==> src/pkg/bsid_consts.svh <==
`ifndef BSID_CONSTS_SVH
`define BSID_CONSTS_SVH
`define BSID_IR_W 10
`define BSID_OP_SAMPLE 10'h005
`define BSID_OP_EXTEST 10'h00F
`define BSID_OP_BYPASS 10'h3FF
`define BSID_OP_USERCODE 10'h007
`define BSID_OP_IDCODE 10'h006
`define BSID_OP_HIGHZ 10'h00B
`define BSID_OP_CLAMP 10'h00A
`define BSID_OP_RECONFIG 10'h001
`define BSID_OP_INCIRC_LO 10'h002
`define BSID_OP_INCIRC_HI 10'h004
`define BSID_IR_CAPTURE 10'h001
`define BSID_BSR_W 8
`define BSID_ID_W 32
`define BSID_USER_RESET 32'h0000_0000
`define BSID_IDCODE_VAL 32'h1234_5679
`define BSID_RECONF_CYC 4
`endif

==> src/pkg/bsid_pkg.sv <==
package bsid_pkg;
	typedef enum logic [1:0] {
		BSID_SEL_BYPASS,
		BSID_SEL_BSR,
		BSID_SEL_USER,
		BSID_SEL_ID
	} bsid_sel_t;
	typedef enum {
		BSID_TLR, BSID_RTI, BSID_SELDR, BSID_CAPDR, BSID_SHDR, BSID_EX1DR, BSID_PADR,
		BSID_EX2DR, BSID_UPDR, BSID_SELIR, BSID_CAPIR, BSID_SHIR, BSID_EX1IR, BSID_PAIR,
		BSID_EX2IR, BSID_UPIR
	} bsid_tap_t;
endpackage

==> src/verilog/bsid_sync.sv <==
`timescale 1ns/10ps
// Two-stage synchroniser for the test pins; first stage feeds only the second
module bsid_sync (
	input wire logic clk,
	input wire logic reset,
	input wire logic [2:0] asyncIn,
	output logic [2:0] syncOut
);
	logic [2:0] meta_q;
	logic [2:0] meta_d;
	logic [2:0] sync_q;
	logic [2:0] sync_d;
	always_comb begin
		meta_d = asyncIn;
		sync_d = meta_q;
	end
	always_ff @(posedge clk) begin
		if (reset) begin
			meta_q <= 3'h0;
			sync_q <= 3'h0;
		end else begin
			meta_q <= meta_d;
			sync_q <= sync_d;
		end
	end
	assign syncOut = sync_q;
endmodule // bsid_sync

==> src/verilog/bsid_decoder.sv <==
`timescale 1ns/10ps
`include "bsid_consts.svh"
// Summary of operation
// - Sample/preload: capture pins into scan register, pins stay in normal mode.
// - Extest: drive scan register onto pins, capture input pins.
// - All-ones code: one-bit bypass between data in and data out.
// - User code: shift 32-bit user code register out.
// - Identification: shift identification register out.
// - High-Z: bypass path, all user pins tri-stated.
// - Clamp: bypass path, pins held at scan register update values.
// - Reconfig trigger: pulse internal restart as if restart pin went low.
// - In-circuit reconfiguration codes are accepted and flagged to configuration logic.
module bsid_decoder (
	input wire logic clk,
	input wire logic reset,
	input wire logic tck,
	input wire logic tms,
	input wire logic tdi,
	output logic tdo,
	output logic tdoEn,
	input wire logic [`BSID_BSR_W-1:0] corePinOut,
	input wire logic [`BSID_BSR_W-1:0] corePinOe,
	input wire logic [`BSID_BSR_W-1:0] pinIn,
	output logic [`BSID_BSR_W-1:0] pinOut,
	output logic [`BSID_BSR_W-1:0] pinOe,
	input wire logic [`BSID_ID_W-1:0] userCode,
	output logic reconfigTrigger,
	output logic inCircuitReconfig,
	output logic [`BSID_IR_W-1:0] instrOut
);
	logic [2:0] pinSync;
	logic tckS, tmsS, tdiS, tckPrev_q, tckRise, tckFall;
	bsid_pkg::bsid_tap_t tap_q, tap_d;
	logic [`BSID_IR_W-1:0] irShift_q, irShift_d, ir_q, ir_d;
	logic [`BSID_BSR_W-1:0] bsrShift_q, bsrShift_d, bsrUpd_q, bsrUpd_d;
	logic [`BSID_BSR_W-1:0] pinMeta_q, pinMeta_d, pinHold_q, pinHold_d;
	logic [`BSID_ID_W-1:0] drShift_q, drShift_d;
	logic byp_q, byp_d, tdo_q, tdo_d, tdoEn_q, tdoEn_d;
	logic [2:0] reconfCnt_q, reconfCnt_d;
	bsid_pkg::bsid_sel_t sel;

	bsid_sync uSync (
		.clk(clk),
		.reset(reset),
		.asyncIn({tck, tms, tdi}),
		.syncOut(pinSync)
	);
	assign tckS = pinSync[2];
	assign tmsS = pinSync[1];
	assign tdiS = pinSync[0];
	assign tckRise = tckS & ~tckPrev_q;
	assign tckFall = ~tckS & tckPrev_q;

	// Undefined codes decode to the bypass register
	function automatic bsid_pkg::bsid_sel_t selOf(input logic [`BSID_IR_W-1:0] op);
		if (op == `BSID_OP_SAMPLE || op == `BSID_OP_EXTEST)
			return bsid_pkg::BSID_SEL_BSR;
		else if (op == `BSID_OP_USERCODE)
			return bsid_pkg::BSID_SEL_USER;
		else if (op == `BSID_OP_IDCODE)
			return bsid_pkg::BSID_SEL_ID;
		else
			return bsid_pkg::BSID_SEL_BYPASS;
	endfunction
	assign sel = selOf(ir_q);

	always_comb begin
		tap_d = tap_q;
		if (tckRise) begin
			case (tap_q)
				bsid_pkg::BSID_TLR: tap_d = tmsS ? bsid_pkg::BSID_TLR : bsid_pkg::BSID_RTI;
				bsid_pkg::BSID_RTI: tap_d = tmsS ? bsid_pkg::BSID_SELDR : bsid_pkg::BSID_RTI;
				bsid_pkg::BSID_SELDR: tap_d = tmsS ? bsid_pkg::BSID_SELIR : bsid_pkg::BSID_CAPDR;
				bsid_pkg::BSID_CAPDR: tap_d = tmsS ? bsid_pkg::BSID_EX1DR : bsid_pkg::BSID_SHDR;
				bsid_pkg::BSID_SHDR: tap_d = tmsS ? bsid_pkg::BSID_EX1DR : bsid_pkg::BSID_SHDR;
				bsid_pkg::BSID_EX1DR: tap_d = tmsS ? bsid_pkg::BSID_UPDR : bsid_pkg::BSID_PADR;
				bsid_pkg::BSID_PADR: tap_d = tmsS ? bsid_pkg::BSID_EX2DR : bsid_pkg::BSID_PADR;
				bsid_pkg::BSID_EX2DR: tap_d = tmsS ? bsid_pkg::BSID_UPDR : bsid_pkg::BSID_SHDR;
				bsid_pkg::BSID_UPDR: tap_d = tmsS ? bsid_pkg::BSID_SELDR : bsid_pkg::BSID_RTI;
				bsid_pkg::BSID_SELIR: tap_d = tmsS ? bsid_pkg::BSID_TLR : bsid_pkg::BSID_CAPIR;
				bsid_pkg::BSID_CAPIR: tap_d = tmsS ? bsid_pkg::BSID_EX1IR : bsid_pkg::BSID_SHIR;
				bsid_pkg::BSID_SHIR: tap_d = tmsS ? bsid_pkg::BSID_EX1IR : bsid_pkg::BSID_SHIR;
				bsid_pkg::BSID_EX1IR: tap_d = tmsS ? bsid_pkg::BSID_UPIR : bsid_pkg::BSID_PAIR;
				bsid_pkg::BSID_PAIR: tap_d = tmsS ? bsid_pkg::BSID_EX2IR : bsid_pkg::BSID_PAIR;
				bsid_pkg::BSID_EX2IR: tap_d = tmsS ? bsid_pkg::BSID_UPIR : bsid_pkg::BSID_SHIR;
				bsid_pkg::BSID_UPIR: tap_d = tmsS ? bsid_pkg::BSID_SELDR : bsid_pkg::BSID_RTI;
				default: tap_d = bsid_pkg::BSID_TLR;
			endcase
		end
	end

	always_comb begin
		// Pin levels are asynchronous to clk, so they pass two stages before capture
		pinMeta_d = pinIn;
		pinHold_d = pinMeta_q;
		irShift_d = irShift_q;
		ir_d = ir_q;
		bsrShift_d = bsrShift_q;
		bsrUpd_d = bsrUpd_q;
		drShift_d = drShift_q;
		byp_d = byp_q;
		tdo_d = tdo_q;
		tdoEn_d = tdoEn_q;
		if (tckRise) begin
			case (tap_q)
				bsid_pkg::BSID_TLR: ir_d = `BSID_OP_IDCODE;
				bsid_pkg::BSID_CAPIR: irShift_d = `BSID_IR_CAPTURE;
				bsid_pkg::BSID_SHIR: irShift_d = {tdiS, irShift_q[`BSID_IR_W-1:1]};
				bsid_pkg::BSID_CAPDR: begin
					byp_d = 1'b0;
					bsrShift_d = pinHold_q;
					if (sel == bsid_pkg::BSID_SEL_USER)
						drShift_d = userCode;
					else
						drShift_d = `BSID_IDCODE_VAL;
				end
				bsid_pkg::BSID_SHDR: begin
					byp_d = tdiS;
					bsrShift_d = {tdiS, bsrShift_q[`BSID_BSR_W-1:1]};
					drShift_d = {tdiS, drShift_q[`BSID_ID_W-1:1]};
				end
				bsid_pkg::BSID_UPDR: begin
					// Preload and extest both latch the pattern; clamp then reuses it
					if (sel == bsid_pkg::BSID_SEL_BSR)
						bsrUpd_d = bsrShift_q;
				end
				bsid_pkg::BSID_UPIR: ir_d = irShift_q;
				default: ;
			endcase
		end
		// Data out changes on the falling edge, as the standard demands
		if (tckFall) begin
			tdoEn_d = (tap_q == bsid_pkg::BSID_SHDR) || (tap_q == bsid_pkg::BSID_SHIR);
			if (tap_q == bsid_pkg::BSID_SHIR)
				tdo_d = irShift_q[0];
			else if (sel == bsid_pkg::BSID_SEL_BSR)
				tdo_d = bsrShift_q[0];
			else if (sel == bsid_pkg::BSID_SEL_BYPASS)
				tdo_d = byp_q;
			else
				tdo_d = drShift_q[0];
		end
	end

	always_comb begin
		reconfCnt_d = reconfCnt_q;
		if (tckRise && tap_q == bsid_pkg::BSID_UPIR && irShift_q == `BSID_OP_RECONFIG)
			reconfCnt_d = 3'(`BSID_RECONF_CYC);
		else if (reconfCnt_q != 3'h0)
			reconfCnt_d = reconfCnt_q - 3'h1;
	end

	always_ff @(posedge clk) begin
		if (reset) begin
			tckPrev_q <= 1'b0;
			tap_q <= bsid_pkg::BSID_TLR;
			irShift_q <= 10'h000;
			ir_q <= `BSID_OP_IDCODE;
			bsrShift_q <= 8'h00;
			bsrUpd_q <= 8'h00;
			pinMeta_q <= 8'h00;
			pinHold_q <= 8'h00;
			drShift_q <= 32'h0000_0000;
			byp_q <= 1'b0;
			tdo_q <= 1'b0;
			tdoEn_q <= 1'b0;
			reconfCnt_q <= 3'h0;
		end else begin
			tckPrev_q <= tckS;
			tap_q <= tap_d;
			irShift_q <= irShift_d;
			ir_q <= ir_d;
			bsrShift_q <= bsrShift_d;
			bsrUpd_q <= bsrUpd_d;
			pinMeta_q <= pinMeta_d;
			pinHold_q <= pinHold_d;
			drShift_q <= drShift_d;
			byp_q <= byp_d;
			tdo_q <= tdo_d;
			tdoEn_q <= tdoEn_d;
			reconfCnt_q <= reconfCnt_d;
		end
	end

	// Pin muxing: the core keeps the pins except under extest, high-Z and clamp
	always_comb begin
		pinOut = corePinOut;
		pinOe = corePinOe;
		if (ir_q == `BSID_OP_EXTEST || ir_q == `BSID_OP_CLAMP) begin
			pinOut = bsrUpd_q;
			pinOe = {`BSID_BSR_W{1'b1}};
		end else if (ir_q == `BSID_OP_HIGHZ) begin
			pinOut = {`BSID_BSR_W{1'b0}};
			pinOe = {`BSID_BSR_W{1'b0}};
		end
	end

	assign tdo = tdo_q;
	assign tdoEn = tdoEn_q;
	assign reconfigTrigger = reconfCnt_q != 3'h0;
	// Only the restart request leaves the block; the real restart pin is untouched
	assign inCircuitReconfig = ir_q >= `BSID_OP_INCIRC_LO && ir_q <= `BSID_OP_INCIRC_HI
		&& ir_q != `BSID_OP_SAMPLE;
	assign instrOut = ir_q;
endmodule // bsid_decoder

==> config.mk <==
export PLATFORM = sky130hd
export DESIGN_NAME = bsid_decoder
export DESIGN_NICKNAME = d
export VERILOG_FILES = /design/src/pkg/bsid_pkg.sv /design/src/verilog/bsid_sync.sv /design/src/verilog/bsid_decoder.sv
export VERILOG_INCLUDE_DIRS = /design/src /design/src/pkg
export SDC_FILE = /design/constraint.sdc
export NUM_CORES = 1
export LEC_CHECK = 0
export ABC_AREA = 1
export ABC_CLOCK_PERIOD_IN_PS = 2280
export BUFFER_PORTS_ARGS = -buffer_cell sky130_fd_sc_hd__buf_2
export CAP_MARGIN = 20
export CORE_UTILIZATION = 40
export DETAILED_ROUTE_END_ITERATION = 8
export GPL_ROUTABILITY_DRIVEN = 0
export GPL_TIMING_DRIVEN = 0
export MAX_ROUTING_LAYER = met4
export SLEW_MARGIN = 20
export SYNTH_ARGS = -nofsm -noshare
export SYNTH_HDL_FRONTEND = slang
export SYNTH_HIERARCHICAL = 1
export SYNTH_SLANG_ARGS = --single-unit
==> constraint.sdc <==
create_clock -name clk -period 2.28 [get_ports clk]
set_input_delay 0.342 -clock clk [delete_from_list [all_inputs] [get_ports clk]]
set_output_delay 0.342 -clock clk [all_outputs]
set_load 0.01 [all_outputs]
Yosys cells after proc, flatten, opt, wreduce, memory -nomap -nowiden
Cells that the tools add are included.
{"block": "classes", "n_addsub": 1, "multipliers": 0, "div": 0, "magnitude_cmp": 2, "eq_ne": 28, "shifts": 0, "muxes": 31, "n_bitwise": 4, "n_reduce_logical": 22}
{"cell": "32-bit by 4-bit == test with 1-bit output, second input constant", "count": 9}
{"cell": "32-bit by 3-bit == test with 1-bit output, second input constant", "count": 4}
{"cell": "32-bit by 2-bit == test with 1-bit output, second input constant", "count": 2}
{"cell": "32-bit by 5-bit == test with 1-bit output, second input constant", "count": 2}
{"cell": "32-bit case mux with 2 select lines", "count": 1}
{"cell": "4-bit case mux with 12 select lines", "count": 1}
{"cell": "10-bit case mux with 2 select lines", "count": 2}
{"cell": "32-bit by 1-bit == test with 1-bit output, second input constant", "count": 1}
{"cell": "32-bit logical NOT", "count": 1}
{"cell": "32-bit 2-to-1 mux", "count": 1}
{"cell": "8-bit 2-to-1 mux", "count": 4}
{"cell": "10-bit by 3-bit == test with 1-bit output, second input constant", "count": 3}
{"cell": "10-bit by 4-bit == test with 1-bit output, second input constant", "count": 3}
{"cell": "4-bit 2-to-1 mux", "count": 4}
{"cell": "8-bit case mux with 2 select lines", "count": 1}
{"cell": "2-bit 2-to-1 mux", "count": 6}
{"cell": "3-bit 2-to-1 mux", "count": 4}
{"cell": "10-bit by 1-bit == test with 1-bit output, second input constant", "count": 1}
{"cell": "10-bit by 2-bit greater-or-equal comparator with 1-bit output, second input constant", "count": 1}
{"cell": "10-bit by 3-bit <= comparator with 1-bit output, second input constant", "count": 1}
{"cell": "10-bit by 3-bit inequality test with 1-bit output, second input constant", "count": 1}
{"cell": "2-bit nonzero test", "count": 4}
{"cell": "1-bit 2-to-1 mux", "count": 6}
{"cell": "2-bit AND reduction", "count": 3}
{"cell": "13 further kinds", "count": 22}
{"block": "word_totals", "ff_bits": 129, "latchBits": 0, "ramBits": 0, "rom_bits": 0, "output_inout_bits": 30, "word_cells": 104, "n_memories": 0}

Logic depth before layout (Yosys ltp)
{"block": "logic_depth", "depth_word": 8, "depth_mapped": 10, "ltp_nobuf": 10}

Hierarchy
Netlist, hierarchy kept.
{"mod": "bsid_decoder", "instances": 1, "cells_per_inst": 580, "area_each_um2": 4257.8}
{"mod": "bsid_sync", "instances": 1, "cells_per_inst": 18, "area_each_um2": 165.2}

Worst setup path after synthesis
No wires, ideal clock.
{"block": "synth_timing", "path_kind": "flip-flop to output port", "from": "reg ir_q[1], in the netlist instrOut[1]", "to": "out pinOe[0]", "t_arrival_ns": 1.398, "required_ns": 1.938, "path_slack_ns": 0.540, "path_stages_with_launch": 5, "path_buffers": 1, "path_cell_list": "dfxtp_1 > nand2_1 > nor3_2 > clkbuf_1 > o21ai_0"}
{"block": "synth_between", "elab_chain_len": 3, "word_cells_on_any_way": 6}
{"element": "start: declaration", "line_no": "bsid_decoder.sv:34", "source": "logic [`BSID_IR_W-1:0] irShift_q, irShift_d, ir_q, ir_d;"}
{"element": "start signal: assignment", "line_no": "bsid_decoder.sv:158", "source": "ir_q <= `BSID_OP_IDCODE;"}
{"element": "start signal: assignment", "line_no": "bsid_decoder.sv:172", "source": "ir_q <= ir_d;"}
{"element": "10-bit by 4-bit == test with 1-bit output (no source line)"}
{"element": "8-bit 2-to-1 mux or 1-bit logical OR (tied branches)"}
{"element": "8-bit 2-to-1 mux (*)", "line_no": "bsid_decoder.sv:189", "source": "if (ir_q == `BSID_OP_EXTEST || ir_q == `BSID_OP_CLAMP) begin"}
{"element": "end: declaration", "line_no": "bsid_decoder.sv:25", "source": "output logic [`BSID_BSR_W-1:0] pinOe,"}
Mark *: on every way between the ends. The rest lies on a longest branch, timed or not.

Final worst setup path
{"block": "layout_timing", "from": "reg ir_q[6], in the netlist instrOut[6]", "to": "out pinOe[2]"}
Same word-level chain as after synthesis.

==> run summary <==
By count the netlist is led by 105 x sky130_fd_sc_hd__nand2_1, 101 x sky130_fd_sc_hd__dfxtp_1, 81 x sky130_fd_sc_hd__a21oi_1. The largest single stage delay on the critical path is 0.33 ns. The routed layout has 4247 vias.

The logs give 35 for the number of library cell types mapped by synthesis and 0 for the count of maximum capacitance violations. For this design the total switching power over the nets is 0.875 mW. The cell row count is 38, and the share of the synthesized area in the top cell type is 0.457. The later pin in the worst-skew pair is clocked with a latency of 0.38 ns. For this run, the leading register cell type out of synthesis is sky130_fd_sc_hd__dfxtp_1.

The internal power of the cells totals 2.43 mW. Based on the critical path, the design can be clocked at up to 0.474 GHz. The horizontal die dimension was 107 um; the share of total power consumed by net switching was 0.265. The tree is rooted in a sky130_fd_sc_hd__clkbuf_8. The share of post-route cells with drive strength above 1 came out at 0.220. The run gives 0 as the number of antenna violations at the first check in global routing.

The maximum level of the CTS H-tree was 3; the power per cell area was 623 mW/mm^2. The number of antenna diodes in the final layout is 0. The critical path is of the reg -> out type. The tools report the proportion of synthesized chip area in sequential cells as 0.457. After detailed routing, the number of remaining DRC violations is 0. The HPWL after detailed placement is 8120 um.

The clock-pin slew of the registers on the worst-case setup and hold paths was 0.10 ns. The run gives 0.335 as the share of power burned in the clock network. Among all stages on the critical path, the largest delay is contributed by sky130_fd_sc_hd__dfxtp_1.

The first global-routing pass estimated 18600 um of wire. The tools report the number of pins with negative max-slew slack in the final report as 0. STA classifies the critical path endpoint as a primary output. In this run, synthesis produced a sequential element count of 101.

The final design area excluding fillers is 0.00530 mm^2, and the placeable core area is 0.0108 mm^2. For the worst clock skew, the log shows 0.0152 ns. The critical path goes through nor2_1 -> nand2_2 -> nor3_4 -> clkbuf_2 -> o21ai_0 -> buf_2.

The final layout contains 765 nets. Data on the critical path is required at its endpoint by 1.94 ns. For the I/O pin total, the log shows 91. Largest area contributor in the synthesized netlist: sky130_fd_sc_hd__dfxtp_1.

Dividing the detail-routed wire length by the instance count gives 13.1 um. At the pin with the least slew margin, the transition time is 0.564 ns. The layout-stage area growth over the synthesis result was 19.9%. Along the worst path, the maximum fanout reaches 10. The tools report the effective utilization at floorplan as 0.410. The run gives 6 as the count of synthesis-stage warnings from yosys.

Setup repair after global routing left no endpoint under its margin. The floorplan step defined a die boundary enclosing 0.0115 mm^2. Across the VDD grid, the largest voltage drop is 477 uV.

From bottom edge to top edge, the die measures 107 um. The tools report the max-slew headroom at the worst pin as 0.624. The via count normalized by instance count is 5.02.

The cell with the most instances after synthesis was sky130_fd_sc_hd__nand2_1. STA classifies the critical path startpoint as a flop. After synthesis, the cell types taking the most area are sky130_fd_sc_hd__dfxtp_1 46%, sky130_fd_sc_hd__a21oi_1 9.2%, sky130_fd_sc_hd__nand2_1 8.9%. Hold repair after CTS inserted 0 buffers. The tools report the largest net degree at the start of global routing as 18.

The run gives 1.77 ns as the data arrival time of the critical path. Synthesis produced 598 cells. The cell area after synthesis was 0.00442 mm^2.

The overall routed net length came out at 11100 um. The number of DRC violations after detailed-routing iteration 0 was 217. The total overflow left after global routing is 0.

The post-synthesis area per instance came out at 7.40 um^2. The number of nets with antenna violations after detailed routing is 0. Total track usage: 0.210. TritonCTS built the clock tree. Summed over all cells, the static leakage comes to 2.36 nW. The longest clock path from root to sink contains 2 buffers.

After routing, the total negative slack on setup checks comes to 0 ns. The tools report the count of final hold-check violations as 0. The run gives 3947 as the via count of the first global-routing pass. Setup violations remaining at the end of the flow were counted as 0. The share of flip-flops with an asynchronous set or reset came out at 0. The class of the tightest hold or removal check is in -> reg.

The share of the cycle needed by the critical path after routing was 0.926. The run finished with clean final reports. Across all register-to-register paths, the minimum setup slack is 0.48 ns.

The share of total power in sequential cells is 0.555, and the count of buffers from port buffering is 90. The number of nets in the synthesized netlist is 662. The first detailed-routing pass took 5 iterations. The placed instances occupy a cell area of 0.00505 mm^2.

The clock net sink count is 101, and the post-route minimum period is 2.11 ns. The number of clock buffers added by TritonCTS is 9. The combinational fraction of design power was 0.110. The number of enable-type register cells in the synthesized netlist is 0.
-- timing repair --
action	4_1_cts	5_1_grt
buffers inserted	0	2
pin swaps	0	1
gates cloned	0	0
setup endpoints to repair	16	16
resized for setup	7	10
hold endpoints to repair	0	0
-- critical path, delay by kind of cell (launching register included) --
family / cells / cell delay (ns)
and+or+nand+nor: 3 / 0.56
AOI/OAI and AO/OA: 1 / 0.10
DFF: 1 / 0.33
buffers and inverters: 2 / 0.41
-- final timing paths --
path	startpoint	depth (start not counted)	endpoint
worst max-delay path	instrOut[6]	6	pinOe[2]
worst min-delay path	pinIn[3]	3	pinHold_d[3]
worst max register to register	uSync/syncOut[2]	7	instrOut[2]
worst min register to register	pinHold_d[3]	2	pinHold_q[3]
-- registers in the layout (all words and copies together) (netlist names), 3 cells and up --
name,cells
uSync/meta_q,3
pinHold_d,8
pinHold_q,8
tap_q,4
bsrUpd_q,8
uSync/syncOut,3
reconfCnt_q,3
instrOut,10
irShift_q,10
drShift_q,32
bsrShift_q,8
-- placed cells by master (no fill, tap or decap), drive strengths merged --
| master | netlist | layout |
|---|---|---|
| nor3 | 3 | 3 |
| a31oi | 11 | 11 |
| a211oi | 5 | 5 |
| o221ai | 1 | 1 |
| o31ai | 9 | 9 |
| o2111ai | 1 | 1 |
| nand2 | 109 | 109 |
| clkinv | 0 | 1 |
| nor2 | 53 | 53 |
| clkinvlp | 0 | 2 |
| a41oi | 1 | 1 |
| nand3 | 26 | 26 |
| nor4 | 1 | 1 |
| o21ai | 58 | 58 |
| clkbuf | 12 | 23 |
| ha | 3 | 3 |
| o22ai | 16 | 16 |
| o211ai | 3 | 3 |
| nand4 | 3 | 3 |
| a21oi | 82 | 82 |
| buf | 18 | 110 |
| inv | 82 | 84 |
| dfxtp | 101 | 101 |
-- power groups by stage --
stage	clock [mW]	sequential, mW	combinational (mW)
floorplan	0	1.87	0.231
global placement	0	1.87	0.353
detailed placement	0	1.88	0.362
CTS	1.14	1.83	0.363
global route	1.23	1.84	0.409
finish	1.11	1.83	0.363
-- metrics by stage --
step	setup WS, ns	cells	hold slack, ns	power (mW)	util
floorplan	0.540	598	0.388	2.10	-
global placement	0.256	828	0.392	2.23	0.468
detailed placement	0.231	828	0.396	2.24	0.468
CTS	0.0418	844	0.147	3.33	0.487
global route	0.0114	846	0.141	3.48	0.491
finish	0.170	846	0.163	3.30	0.491
-- final cells by class --
class / instances / area (um^2)
Tap cell: 140 / 175
Multi-Input combinational cell: 385 / 1970
Timing Repair Buffer: 92 / 465
Buffer: 30 / 163
Inverter: 82 / 308
Fill cell: 1077 / 5490
Clock inverter: 5 / 42.5
Sequential cell: 101 / 2030
Clock buffer: 11 / 151
-- layer usage --
metal / vias to the layer above / share of wire / global-route usage
met5: - / 0 / -
met4: 0 / 0.013 / 0.0548
met3: 12 / 0.050 / 0.0517
met2: 113 / 0.46 / 0.331
met1: 1935 / 0.47 / 0.270
li1: 2187 / - / -
-- kinds of logic (layout without fill, tap and decap cells) --
group                    count (synthesis)  count (layout)  synth area share
AO/OA/AOI/OAI                          187             187             0.234
adder cells (fa/ha/maj)                  3               3           0.00849
buffers and inverters                  112             220             0.105
flip-flops                             101             101             0.457
AND/OR/NAND/NOR                        195             195             0.196
(Power assumes the default switching activity.)
